## src/sc1_tx_pkg.sv

```systemverilog
// constants for the sc1 maintenance transmit selector
`default_nettype none
package sc1_tx_pkg;
   localparam int         CODE_W        = 4;
   localparam int         FIFO_DEPTH    = 2;
   localparam int         MF_PERIOD_MS  = 5;
   localparam int         TICK_MS       = 30;
   localparam int         MF_PER_TICK   = TICK_MS / MF_PERIOD_MS;
   // register byte offsets
   localparam logic [7:0] OFS_CTRL      = 8'h00;
   localparam logic [7:0] OFS_LOW_TX    = 8'h04;
   localparam logic [7:0] OFS_HIGH_TX   = 8'h08;
   localparam logic [7:0] OFS_TX_STAT   = 8'h0C;
   localparam logic [7:0] OFS_IRQ_STAT  = 8'h10;
   localparam logic [7:0] OFS_IRQ_EN    = 8'h14;
   localparam logic [7:0] OFS_IRQ_CLR   = 8'h18;
   // field positions
   localparam int         BIT_TICK_EN   = 0;
   localparam int         BIT_IRQ_TICK  = 0;
   localparam int         BIT_IRQ_RXERR = 1;
   localparam int         IRQ_W         = 2;
   // reset values
   localparam logic [3:0] RST_CODE      = 4'h0;
   localparam logic [1:0] RST_IRQ       = 2'h0;
endpackage : sc1_tx_pkg
`default_nettype wire

```

## src/sc1_maintenance_msg_tx_select.sv

```systemverilog
// sc1 transmit selector: low-priority register, two-entry high-priority fifo, tick irq
//
// Functional notes
// tick interrupt every 30 ms once enabled
// high queue holds two, each sent one multiframe
// two fifo entries, four bits each
// boundary sends fifo head, else low register
// write to full fifo shifts, new at tail
// code violation raises received multiframe error flag
// firmware ranks repeating low messages, six frames
// firmware ranks one-shot high messages
// firmware writes highest low flag each tick
// firmware queues dtse and fecv at once
// firmware may write lp to both
// firmware extends low message after high write
//
// The register addresses and the APB register port were left to the implementer.
`default_nettype none
module sc1_maintenance_msg_tx_select
(
   input  wire logic                      pclk,
   input  wire logic                      presetn,
   input  wire logic                      psel,
   input  wire logic                      penable,
   input  wire logic                      pwrite,
   input  wire logic [7:0]                paddr,
   input  wire logic [31:0]               pwdata,
   output logic      [31:0]               prdata,
   output logic                           pready,
   output logic                           pslverr,
   input  wire logic                      mf_boundary,
   input  wire logic                      code_violation,
   output logic      [sc1_tx_pkg::CODE_W-1:0] sc1_tx_code,
   output logic                           sc1_tx_from_fifo,
   output logic                           irq
);
   import sc1_tx_pkg::*;

   // the fifo, code and tick counter widths below are fixed
   if (FIFO_DEPTH != 2 || CODE_W != 4 || MF_PER_TICK < 1 || MF_PER_TICK > 8) begin : g_cfg_check
      $error("unsupported fifo depth, code width or tick count");
   end

   ////////////////////////////////////////////////////////////////////////
   // pin synchronisers and edge detect
   logic [2:0] mf_sync_r;
   logic [2:0] cv_sync_r;
   logic       mf_edge;
   logic       cv_pulse;

   always_ff @(posedge pclk or negedge presetn) begin
      if (!presetn) begin
         mf_sync_r <= 3'h0;
         cv_sync_r <= 3'h0;
      end else begin
         mf_sync_r <= {mf_sync_r[1:0], mf_boundary};
         cv_sync_r <= {cv_sync_r[1:0], code_violation};
      end
   end
   assign mf_edge  = mf_sync_r[1] & ~mf_sync_r[2];
   assign cv_pulse = cv_sync_r[1] & ~cv_sync_r[2];

   ////////////////////////////////////////////////////////////////////////
   // apb decode
   function automatic logic hit(input logic [7:0] a, input logic [7:0] ofs);
      hit = (a == ofs);
   endfunction : hit

   logic acc;
   logic wr;
   logic mapped;
   assign acc    = psel & penable;
   assign wr     = acc & pwrite;
   assign mapped = hit(paddr, OFS_CTRL) | hit(paddr, OFS_LOW_TX) | hit(paddr, OFS_HIGH_TX)
                 | hit(paddr, OFS_TX_STAT) | hit(paddr, OFS_IRQ_STAT)
                 | hit(paddr, OFS_IRQ_EN) | hit(paddr, OFS_IRQ_CLR);
   assign pready  = 1'b1;
   assign pslverr = acc & ~mapped;

   ////////////////////////////////////////////////////////////////////////
   // state
   logic             tick_en_r,  tick_en_nxt;
   logic [3:0]       low_r,      low_nxt;
   logic [3:0]       e0_r,       e0_nxt;
   logic [3:0]       e1_r,       e1_nxt;
   logic [1:0]       cnt_r,      cnt_nxt;
   logic [2:0]       mf_cnt_r,   mf_cnt_nxt;
   logic [3:0]       tx_r,       tx_nxt;
   logic             from_r,     from_nxt;
   logic [IRQ_W-1:0] stat_r,     stat_nxt;
   logic [IRQ_W-1:0] en_r,       en_nxt;
   logic             push;
   logic             pop;
   logic             tick_pulse;

   assign push       = wr & hit(paddr, OFS_HIGH_TX);
   assign pop        = mf_edge & (cnt_r != 2'd0);
   assign tick_pulse = tick_en_r & mf_edge & (mf_cnt_r == 3'(MF_PER_TICK - 1));

   always_comb begin
      tick_en_nxt = tick_en_r;
      low_nxt     = low_r;
      en_nxt      = en_r;
      mf_cnt_nxt  = mf_cnt_r;
      tx_nxt      = tx_r;
      from_nxt    = from_r;
      e0_nxt      = e0_r;
      e1_nxt      = e1_r;
      cnt_nxt     = cnt_r;
      stat_nxt    = stat_r;
      if (wr && hit(paddr, OFS_CTRL)) begin
         tick_en_nxt = pwdata[BIT_TICK_EN];
      end
      if (wr && hit(paddr, OFS_LOW_TX)) begin
         low_nxt = pwdata[CODE_W-1:0];
      end
      if (wr && hit(paddr, OFS_IRQ_EN)) begin
         en_nxt = pwdata[IRQ_W-1:0];
      end
      // multiframe counter for the 30 ms tick
      if (!tick_en_r) begin
         mf_cnt_nxt = 3'h0;
      end else if (mf_edge) begin
         mf_cnt_nxt = tick_pulse ? 3'h0 : mf_cnt_r + 3'h1;
      end
      // boundary selection
      if (mf_edge) begin
         tx_nxt   = pop ? e0_r : low_r;
         from_nxt = pop;
      end
      if (pop) begin
         e0_nxt  = e1_r;
         cnt_nxt = cnt_r - 2'd1;
      end
      if (push) begin
         case (cnt_nxt)
            2'd0:    begin
               e0_nxt  = pwdata[CODE_W-1:0];
               cnt_nxt = 2'd1;
            end
            2'd1:    begin
               e1_nxt  = pwdata[CODE_W-1:0];
               cnt_nxt = 2'd2;
            end
            default: begin
               e0_nxt  = e1_nxt;
               e1_nxt  = pwdata[CODE_W-1:0];
               cnt_nxt = 2'd2;
            end
         endcase
      end
      // sticky flags: clear first, set wins
      if (wr && hit(paddr, OFS_IRQ_CLR)) begin
         stat_nxt = stat_nxt & ~pwdata[IRQ_W-1:0];
      end
      if (tick_pulse) begin
         stat_nxt[BIT_IRQ_TICK] = 1'b1;
      end
      if (cv_pulse) begin
         stat_nxt[BIT_IRQ_RXERR] = 1'b1;
      end
   end

   always_ff @(posedge pclk or negedge presetn) begin
      if (!presetn) begin
         tick_en_r <= 1'b0;
         low_r     <= RST_CODE;
         en_r      <= RST_IRQ;
         mf_cnt_r  <= 3'h0;
         tx_r      <= RST_CODE;
         from_r    <= 1'b0;
         e0_r      <= RST_CODE;
         e1_r      <= RST_CODE;
         cnt_r     <= 2'd0;
         stat_r    <= RST_IRQ;
      end else begin
         tick_en_r <= tick_en_nxt;
         low_r     <= low_nxt;
         en_r      <= en_nxt;
         mf_cnt_r  <= mf_cnt_nxt;
         tx_r      <= tx_nxt;
         from_r    <= from_nxt;
         e0_r      <= e0_nxt;
         e1_r      <= e1_nxt;
         cnt_r     <= cnt_nxt;
         stat_r    <= stat_nxt;
      end
   end

   assign sc1_tx_code      = tx_r;
   assign sc1_tx_from_fifo = from_r;
   assign irq              = |(stat_r & en_r);

   ////////////////////////////////////////////////////////////////////////
   // read data, captured in the setup phase
   logic [31:0] rd_r, rd_nxt;

   always_comb begin
      rd_nxt = rd_r;
      if (psel && !penable) begin
         rd_nxt = 32'h0000_0000;
         if (hit(paddr, OFS_CTRL))     rd_nxt[BIT_TICK_EN] = tick_en_r;
         if (hit(paddr, OFS_LOW_TX))   rd_nxt[3:0] = low_r;
         if (hit(paddr, OFS_HIGH_TX))  rd_nxt[1:0] = cnt_r;
         if (hit(paddr, OFS_TX_STAT))  rd_nxt[7:0] = {2'b00, cnt_r, tx_r};
         if (hit(paddr, OFS_IRQ_STAT)) rd_nxt[IRQ_W-1:0] = stat_r;
         if (hit(paddr, OFS_IRQ_EN))   rd_nxt[IRQ_W-1:0] = en_r;
      end
   end

   always_ff @(posedge pclk or negedge presetn) begin
      if (!presetn) begin
         rd_r <= 32'h0000_0000;
      end else begin
         rd_r <= rd_nxt;
      end
   end
   assign prdata = rd_r;

   ////////////////////////////////////////////////////////////////////////
   // checks
   a_tick_rate: assert property (@(posedge pclk) disable iff (!presetn)
      stat_r[BIT_IRQ_TICK] && !$past(stat_r[BIT_IRQ_TICK]) |->
      $past(tick_en_r) && $past(mf_edge) && $past(mf_cnt_r) == 3'(MF_PER_TICK - 1))
      else $error("tick flag without six multiframes");
   a_head_once: assert property (@(posedge pclk) disable iff (!presetn)
      pop && !push |=> cnt_r == $past(cnt_r) - 2'd1 && from_r)
      else $error("queued code not consumed in one multiframe");
   a_fifo_bound: assert property (@(posedge pclk) disable iff (!presetn)
      cnt_r <= 2'(FIFO_DEPTH))
      else $error("fifo count above depth");
   a_boundary_select: assert property (@(posedge pclk) disable iff (!presetn)
      mf_edge |=> tx_r == ($past(cnt_r) != 2'd0 ? $past(e0_r) : $past(low_r)))
      else $error("wrong code chosen at boundary");
   a_full_shift: assert property (@(posedge pclk) disable iff (!presetn)
      push && !mf_edge && cnt_r == 2'd2 |=>
      e0_r == $past(e1_r) && e1_r == $past(pwdata[3:0]) && cnt_r == 2'd2)
      else $error("overwrite of full fifo wrong");
   a_err_flag: assert property (@(posedge pclk) disable iff (!presetn)
      cv_pulse |=> stat_r[BIT_IRQ_RXERR] ##1
      (stat_r[BIT_IRQ_RXERR] || $past(wr && hit(paddr, OFS_IRQ_CLR) && pwdata[BIT_IRQ_RXERR])))
      else $error("code violation flag not held");
endmodule : sc1_maintenance_msg_tx_select
`default_nettype wire

```

## config.mk

```make
export PLATFORM = sky130hd
export DESIGN_NAME = sc1_maintenance_msg_tx_select
export DESIGN_NICKNAME = d
export VERILOG_FILES = /design/src/sc1_tx_pkg.sv /design/src/sc1_maintenance_msg_tx_select.sv
export SDC_FILE = /design/constraint.sdc
export NUM_CORES = 1
export LEC_CHECK = 0
export BUFFER_PORTS_ARGS = -buffer_cell sky130_fd_sc_hd__buf_2
export CAP_MARGIN = 10
export CORE_UTILIZATION = 43
export CTS_BUF_LIST = sky130_fd_sc_hd__clkbuf_4 sky130_fd_sc_hd__clkbuf_8 sky130_fd_sc_hd__clkbuf_16
export DETAILED_ROUTE_END_ITERATION = 12
export GPL_TIMING_DRIVEN = 0
export PLACE_DENSITY = 0.73
export SKIP_CTS_REPAIR_TIMING = 1
export SLEW_MARGIN = 20
export SYNTH_ARGS = -nofsm -noshare
export SYNTH_HDL_FRONTEND = slang
export SYNTH_SLANG_ARGS = --single-unit
```

## constraint.sdc

```tcl
create_clock -name pclk -period 2.4 [get_ports pclk]
set_input_delay 0.12 -clock pclk [delete_from_list [all_inputs] [get_ports pclk]]
set_output_delay 0.12 -clock pclk [all_outputs]
set_load 0.02 [all_outputs]
```

## After elaboration in Yosys (flattened, before gate mapping)

Index checks and enable logic that the tools add are counted.

- $add $sub $neg: 2
- Eq/ne operators: 9
- Muxes and demuxes: 19
- Bitwise operators: 22
- Reductions and logical operators: 13

Operators with widths:

| cell | count |
|---|---|
| $eq A8 B5 Y1 const B | 3 |
| $eq A8 B4 Y1 const B | 2 |
| $mux W4 | 4 |
| $mux W2 | 7 |
| $and A1 B1 Y1 | 9 |
| $mux W3 | 3 |
| $eq A8 B3 Y1 const B | 1 |
| $logic_not A8 Y1 | 1 |
| $pmux W4 S2 | 1 |
| $mux W6 | 1 |
| $or A1 B1 Y1 | 6 |
| $reduce_bool A2 Y1 | 3 |
| $logic_and A1 B1 Y1 | 5 |
| $and A2 B2 Y2 | 2 |
| $not A1 Y1 | 4 |
| $add A3 B1 Y3 const B | 1 |
| $eq A3 B3 Y1 const B | 1 |
| $mux W1 | 3 |
| $eq A2 B1 Y1 const B | 1 |
| $logic_not A2 Y1 | 1 |
| $ne A2 B2 Y1 const B | 1 |
| $not A2 Y2 | 1 |
| $reduce_and A2 Y1 | 1 |
| $reduce_or A2 Y1 | 1 |
| other kinds (2) | 2 |

- Register bits after elaboration: 41
- Input bits: 47
- Word-level logic and storage cells: 79

## Logic depth before layout (Yosys ltp)

Gate-level depths: netlist (run 1).

- Word-level depth: 9
- Depth in mapped cells: 7
- Gate-level depth less buffers: 6

## Worst setup path before layout (run 1)

Ideal clock, no wire load.

- Path kind: register to register
- From: reg cnt_r[0]
- To: reg e1_r[2]
- Library setup time: 0.128 ns
- Data arrival time: 1.866 ns
- Required time: 2.272 ns
- Path slack: 0.406 ns
- Cell stages (with the launch flop): 8
- Period minus slack after synthesis: 1.994 ns
- Path through: dfrtp_1 inv_1 ha_1 buf_2 or3b_4 a22oi_1 nand2_2 mux2_1

- Word-level cells in the longest chain between the ends: 6
- Elaborated cells on any way between the ends: 7
- Classes of those cells: 1 x add/sub; 1 x mux; 2 x bitwise; 3 x reduce/logical

RTL lines:

| item | line | source |
|---|---|---|
| start: declaration | sc1_maintenance_msg_tx_select.sv:86 | `logic [1:0] cnt_r, cnt_nxt;` |
| start signal: assignment | sc1_maintenance_msg_tx_select.sv:185 | `cnt_r <= cnt_nxt;` |
| branches (longest 2 deep; another with $sub A2 B1 Y2) | - |  |
| $mux W2 * | sc1_maintenance_msg_tx_select.sv:131 | `if (pop) begin` |
| $logic_not A2 Y1 * | sc1_maintenance_msg_tx_select.sv:136 | `case (cnt_nxt)` |
| $not A1 Y1 (no line) * | - |  |
| $reduce_and A2 Y1 (no line) * | - |  |
| end signal: assignment | sc1_maintenance_msg_tx_select.sv:184 | `e1_r <= e1_nxt;` |
| end: declaration | sc1_maintenance_msg_tx_select.sv:85 | `logic [3:0] e1_r, e1_nxt;` |

Mark *: on every way between the ends.
A chain may end at the register's enable or synchronous reset.

## Worst setup path after layout (run 1)

Ends and elaborated chain as after synthesis.

==> results of run 1 <==
==> how the worst min path moves through the flow <==
stage / start / to / slack (ps)
2_1_floorplan: presetn / cnt_r[0] / -180
3_3_place_gp: mf_boundary / mf_sync_r[0] / 230
3_5_place_dp: mf_boundary / mf_sync_r[0] / 230
4_1_cts: code_violation / cv_sync_r[0] / -70
5_1_grt: presetn / e1_r[1] / 6
6_report: presetn / e1_r[1] / -70
==> cell type report <==
cell class	count	area [um2]
buffer	32	224.0
clock buffer	5	68.82
clock inverter	3	67.56
fill	441	2121
inverter	4	15.01
multi-input combinational	147	997.2
sequential	39	975.9
tap	67	83.83
timing repair buffer	32	170.2
==> cells by family after synthesis <==
logic type / synth area share (%)
other: 0.3556
buffers and inverters: 11.31
XOR/XNOR: 0.4148
AND/OR/NAND/NOR: 16.11
AO/OA/AOI/OAI: 10.37
adder cells (fa/ha/maj): 1.777
flip-flops: 46.21
multiplexers: 13.45
==> power breakdown <==
group,switching [mW],internal [mW],leakage (nW)
combinational,0.188,0.144,0.735
sequential,0.0406,0.689,0.517
clock,0.237,0.415,0.0644
total,0.465,1.25,1.32
==> cells in the final DEF, fill, tap and decap left out, types with 7 or more instances in the layout <==
cell type | netlist | routed
a21oi_1 | 7 | 7
buf_2 | 2 | 32
buf_4 | 27 | 27
conb_1 | 2 | 27
dfrtp_1 | 39 | 39
mux2_2 | 7 | 7
mux2i_1 | 13 | 13
nand2_1 | 20 | 20
nor2_1 | 7 | 7
o21ai_0 | 7 | 7
==> routing by layer <==
layer / vias to the layer above / part of all wire (%) / global-route usage [%]
li1: 777 / - / -
met1: 743 / 44 / 21.82
met2: 58 / 49 / 26.58
met3: 5 / 5.5 / 4.583
met4: 0 / 0.77 / 5.011
met5: - / 0 / 0
==> stage by stage <==
stage / cells / instance area, um2
4_1_cts: 327 / 2576
2_1_floorplan: 222 / 2206
5_1_grt: 329 / 2603
3_3_place_gp: 319 / 2440
3_5_place_dp: 319 / 2440
6_report: 329 / 2603
==> state kept, by name, summed over array words and instances (netlist names), 3 cells and up <==
name	flops
cv_sync_r	3
e0_r	4
e1_r	4
low_r	4
mf_cnt_r	3
mf_sync_r	3
prdata	6
sc1_tx_code	4
==> impl_metrics.ini, run 1 <==
[outcome]
violations = hold timing
status = complete, but fails checks

[run]
drv_cap = 0

[detailed_routing]
antenna_left = 0
drtIter0Drc = 89
firstDrtPassIters = 4
wl_per_cell_um = 12.28
vias_per_cell = 4.812
drt_wl_total_mm = 4.040
vias = 1583
drcViolationCount = 0

[power_and_ir_drop]
finalPower_mw = 1.712
max-vdd-ir-drop_mv = 0.3537
p_leak_nw = 1.316
power_density_nw_per_um2 = 658.0

[floorplan]
start_util_pct = 44.72
dieArea_um2 = 5196
row_count = 25
core_area_um2 = 4723
die_y_um = 72.09
num_io_pins = 87
die_w_um = 72.09

[critical_path]
worstPathRequired_ps = 2580
crit_path_start_kind = flop
r2r_setup_slack_ps = 160
crit_fanout = 7
cp_top_family = simple AND/OR/NAND/NOR gates
cp_num_buf_inv = 2
rr_endpoint = e1_r[2]
cpPeakStageDelay_ps = 490
crit_type = reg -> reg
crit_slowest_cell = dfrtp_1
crit_start = cnt_r[0]
reg2reg_from = cnt_r[0]
end_kind = flop
cp.arrival_ps = 2410
crit_chain = inv_1, ha_1, buf_2, or3b_4, a22oi_1, nand2_2, mux2_1
ff2ff_path_depth = 7
endpoint = e1_r[2]
crit_cells = 7

[logic_synthesis]
synth_top_area_share_pct = 46.21
synth.distinct_cells = 46
synth-edff-count = 0
synth.avg_cell_area_um2 = 10.72
yosys-top-cells-count = 39 x dfrtp_1, 27 x buf_4, 20 x nand2_1, 13 x mux2i_1
yosys_register_bits = 39
yosysMostFrequentCell = dfrtp_1
synth_area_leaders = dfrtp_1 46%, buf_4 9.6%, mux2i_1 6.2%, mux2_2 3.7%, nand2_1 3.6%
ys_warn_count = 0
synth_cells = 197
yosys_most_used_dff = dfrtp_1
async_reset_ff_share_pct = 100.0
synth_area_um2 = 2112
synth.yosys.seq_area_share_pct = 46.21
yosysTopAreaCell = dfrtp_1

[finish]
num-nets-final = 311
area_growth_pct = 23.22
final_layout_size_suffix_gt1_share_pct = 32.44
n_antenna_cell = 0
final_core_util_pct = 55.10

[sta]
tns_ps = 0
final.hold.worst_slack_ps = -74.26
worst_slew_pin_slew_ps = 846.8
finalSetupViolCount = 0
finClkSkew_ps = 6.914
max_freq_ghz = 0.4473
max_slew_margin_pct = 43.55
finalCriticalPeriod_ps = 2236
worst_slack_ps = 164.4
final_hold_viol_count = 39
drv_slew = 0
finalCritPeriodShare_pct = 93.15
rsz0062_at_grt = no

[global_routing]
grt_max_degree = 40
grt_usage_pct = 16.52
grt-ovfl-total = 0
grt_pass1_vias = 1390
antenna_found_initial = 0
grt_pass1_wl_mm = 6.575

[clock_tree]
clk_latency_ps = 290
root_buffer = clkbuf_8
path_clk_slew_ps = 80
cts_tree = yes
cts.sinks = 39
clock_path_buffers = 2
cts_made_buffers = 5
htree_levels = 2

[place]
post-dp-hpwl_mm = 3.100
place_congestion = 0.7724
pre_cts_ws_ps = 171.0
port_buffers = 30

[hold_path]
min_path_type = in -> async
No activity file was read; power rests on OpenSTA's default activity.
==> run 2, diff against run 1 <==
--- a/config.mk
+++ b/config.mk
@@ -7,6 +7,7 @@
 export LEC_CHECK = 0
 export BUFFER_PORTS_ARGS = -buffer_cell sky130_fd_sc_hd__buf_2
 export CAP_MARGIN = 10
+export CORE_MARGIN = 2
 export CORE_UTILIZATION = 43
 export CTS_BUF_LIST = sky130_fd_sc_hd__clkbuf_4 sky130_fd_sc_hd__clkbuf_8 sky130_fd_sc_hd__clkbuf_16
 export DETAILED_ROUTE_END_ITERATION = 12
==> impl_metrics.ini, run 2 (same netlist as run 1, synthesis figures left out) <==
[detailed_routing]
wl_per_cell_um = 12.43
antenna_left = 0
vias_per_cell = 4.809
firstDrtPassIters = 4
drcViolationCount = 0
vias = 1582
drt_wl_total_mm = 4.090
drtIter0Drc = 113

[clock_tree]
cts_made_buffers = 5
cts.sinks = 39
path_clk_slew_ps = 70
htree_levels = 2
clk_latency_ps = 290
clock_path_buffers = 2
cts_tree = yes
root_buffer = clkbuf_8

[critical_path]
cp_num_buf_inv = 2
crit_path_start_kind = flop
rr_endpoint = e1_r[0]
end_kind = flop
crit_type = reg -> reg
crit_chain = inv_1, ha_1, buf_2, nor4bb_1, a22oi_1, nand2_2, mux2_2
crit_fanout = 7
reg2reg_from = cnt_r[0]
cpPeakStageDelay_ps = 510
crit_slowest_cell = nor4bb_1
r2r_setup_slack_ps = 90
cp.arrival_ps = 2490
ff2ff_path_depth = 7
cp_top_family = simple AND/OR/NAND/NOR gates
worstPathRequired_ps = 2580

[floorplan]
num_io_pins = 87
row_count = 25
core_area_um2 = 4723
start_util_pct = 44.72
die_y_um = 74.09
dieArea_um2 = 5489
die_w_um = 74.09

[place]
port_buffers = 30
post-dp-hpwl_mm = 3.160
place_congestion = 0.8390

[global_routing]
grt_usage_pct = 16.22
grt_pass1_vias = 1414
antenna_found_initial = 0
grt-ovfl-total = 0
grt_max_degree = 40
grt_pass1_wl_mm = 6.748

[power_and_ir_drop]
p_seq_share_pct = 48.6
max-vdd-ir-drop_mv = 0.3904
power_switching_uw = 448.9
clock_power_share_pct = 29.7
power_density_nw_per_um2 = 590.2
switching_share_pct = 29.84
p_leak_nw = 1.300
internal-power_mw = 1.055
combPwrFrac_pct = 21.7

[outcome]
status = complete, but fails checks
violations = hold timing

[finish]
area_growth_pct = 20.68
final_core_util_pct = 53.96
n_antenna_cell = 0
final_layout_size_suffix_gt1_share_pct = 32.06
fill_cells = 448
mostFrequentLayoutCells = 39 x dfrtp_1, 32 x buf_2, 27 x buf_4, 27 x conb_1, 20 x nand2_1
largest_reg_flops = 6
final_common_cell = dfrtp_1
num-nets-final = 311

[sta]
worst_slew_pin_slew_ps = 856.2
finalCritPeriodShare_pct = 96.36
max_freq_ghz = 0.4324
drv_slew = 0
finalCriticalPeriod_ps = 2313
max_slew_margin_pct = 42.92
finClkSkew_ps = 5.222
finalSetupViolCount = 0
rsz0062_at_grt = no
final.hold.worst_slack_ps = -66.89
final_hold_viol_count = 39
tns_ps = 0

[run]
drv_cap = 0

[hold_path]
min_path_type = in -> async
[run 2: cell count changes in the layout (fill, tap and decap cells not counted), sizes merged]
| cell | previous run | this run |
|---|---|---|
| clkinv | 0 | 1 |
| bufinv | 2 | 0 |
| clkbuf | 7 | 9 |
| clkinvlp | 1 | 0 |
[run 2: final cells by class]
class,instances,area [um2],share of cell area [%]
Sequential cell,39,975.9,38.29
Buffer,32,224.0,8.787
Clock inverter,1,5.005,0.1964
Timing Repair Buffer,32,170.2,6.676
Tap cell,67,83.83,3.289
Clock buffer,7,83.83,3.289
Multi-Input combinational cell,147,991.0,38.88
Inverter,4,15.01,0.5891
[run 2: worst max path at each step]
stage,cells after the start,from,end,slack (ps)
2_1_floorplan,7,cnt_r[0],e1_r[2],410
3_3_place_gp,7,cnt_r[0],e1_r[1],220
3_5_place_dp,7,cnt_r[0],e1_r[1],100
4_1_cts,7,cnt_r[0],e1_r[1],100
5_1_grt,7,cnt_r[0],e1_r[1],20
6_report,7,cnt_r[0],e1_r[0],90
[run 2: power groups by stage]
stage	Clock [mW]	Sequential [mW]	Combinational, mW
after floorplan	0	0.739	0.241
final	0.447	0.730	0.327
after global routing	0.491	0.735	0.361
after CTS	0.466	0.729	0.325
after detailed placement	0	0.741	0.324
after global placement	0	0.740	0.317
[run 2: metrics by stage]
stage	total power [mW]	instances	hold WS (ps)	setup WS [ps]	cell area [um2]
5_1_grt	1.587	329	9.525	20.44	2549
6_report	1.504	329	-66.89	87.48	2549
4_1_cts	1.520	327	-79.66	98.97	2529
3_5_place_dp	1.065	319	229.4	104.1	2440
3_3_place_gp	1.057	319	228.8	217.5	2440
2_1_floorplan	0.9798	222	-175.6	406.3	2206
[run 2: per-layer routing]
metal	GRT usage [%]	up-vias	share of wire, %
li1	-	782	-
met1	21.71	749	45
met2	25.00	44	48
met3	3.659	7	5.0
met4	7.879	0	1.9
met5	0	-	0
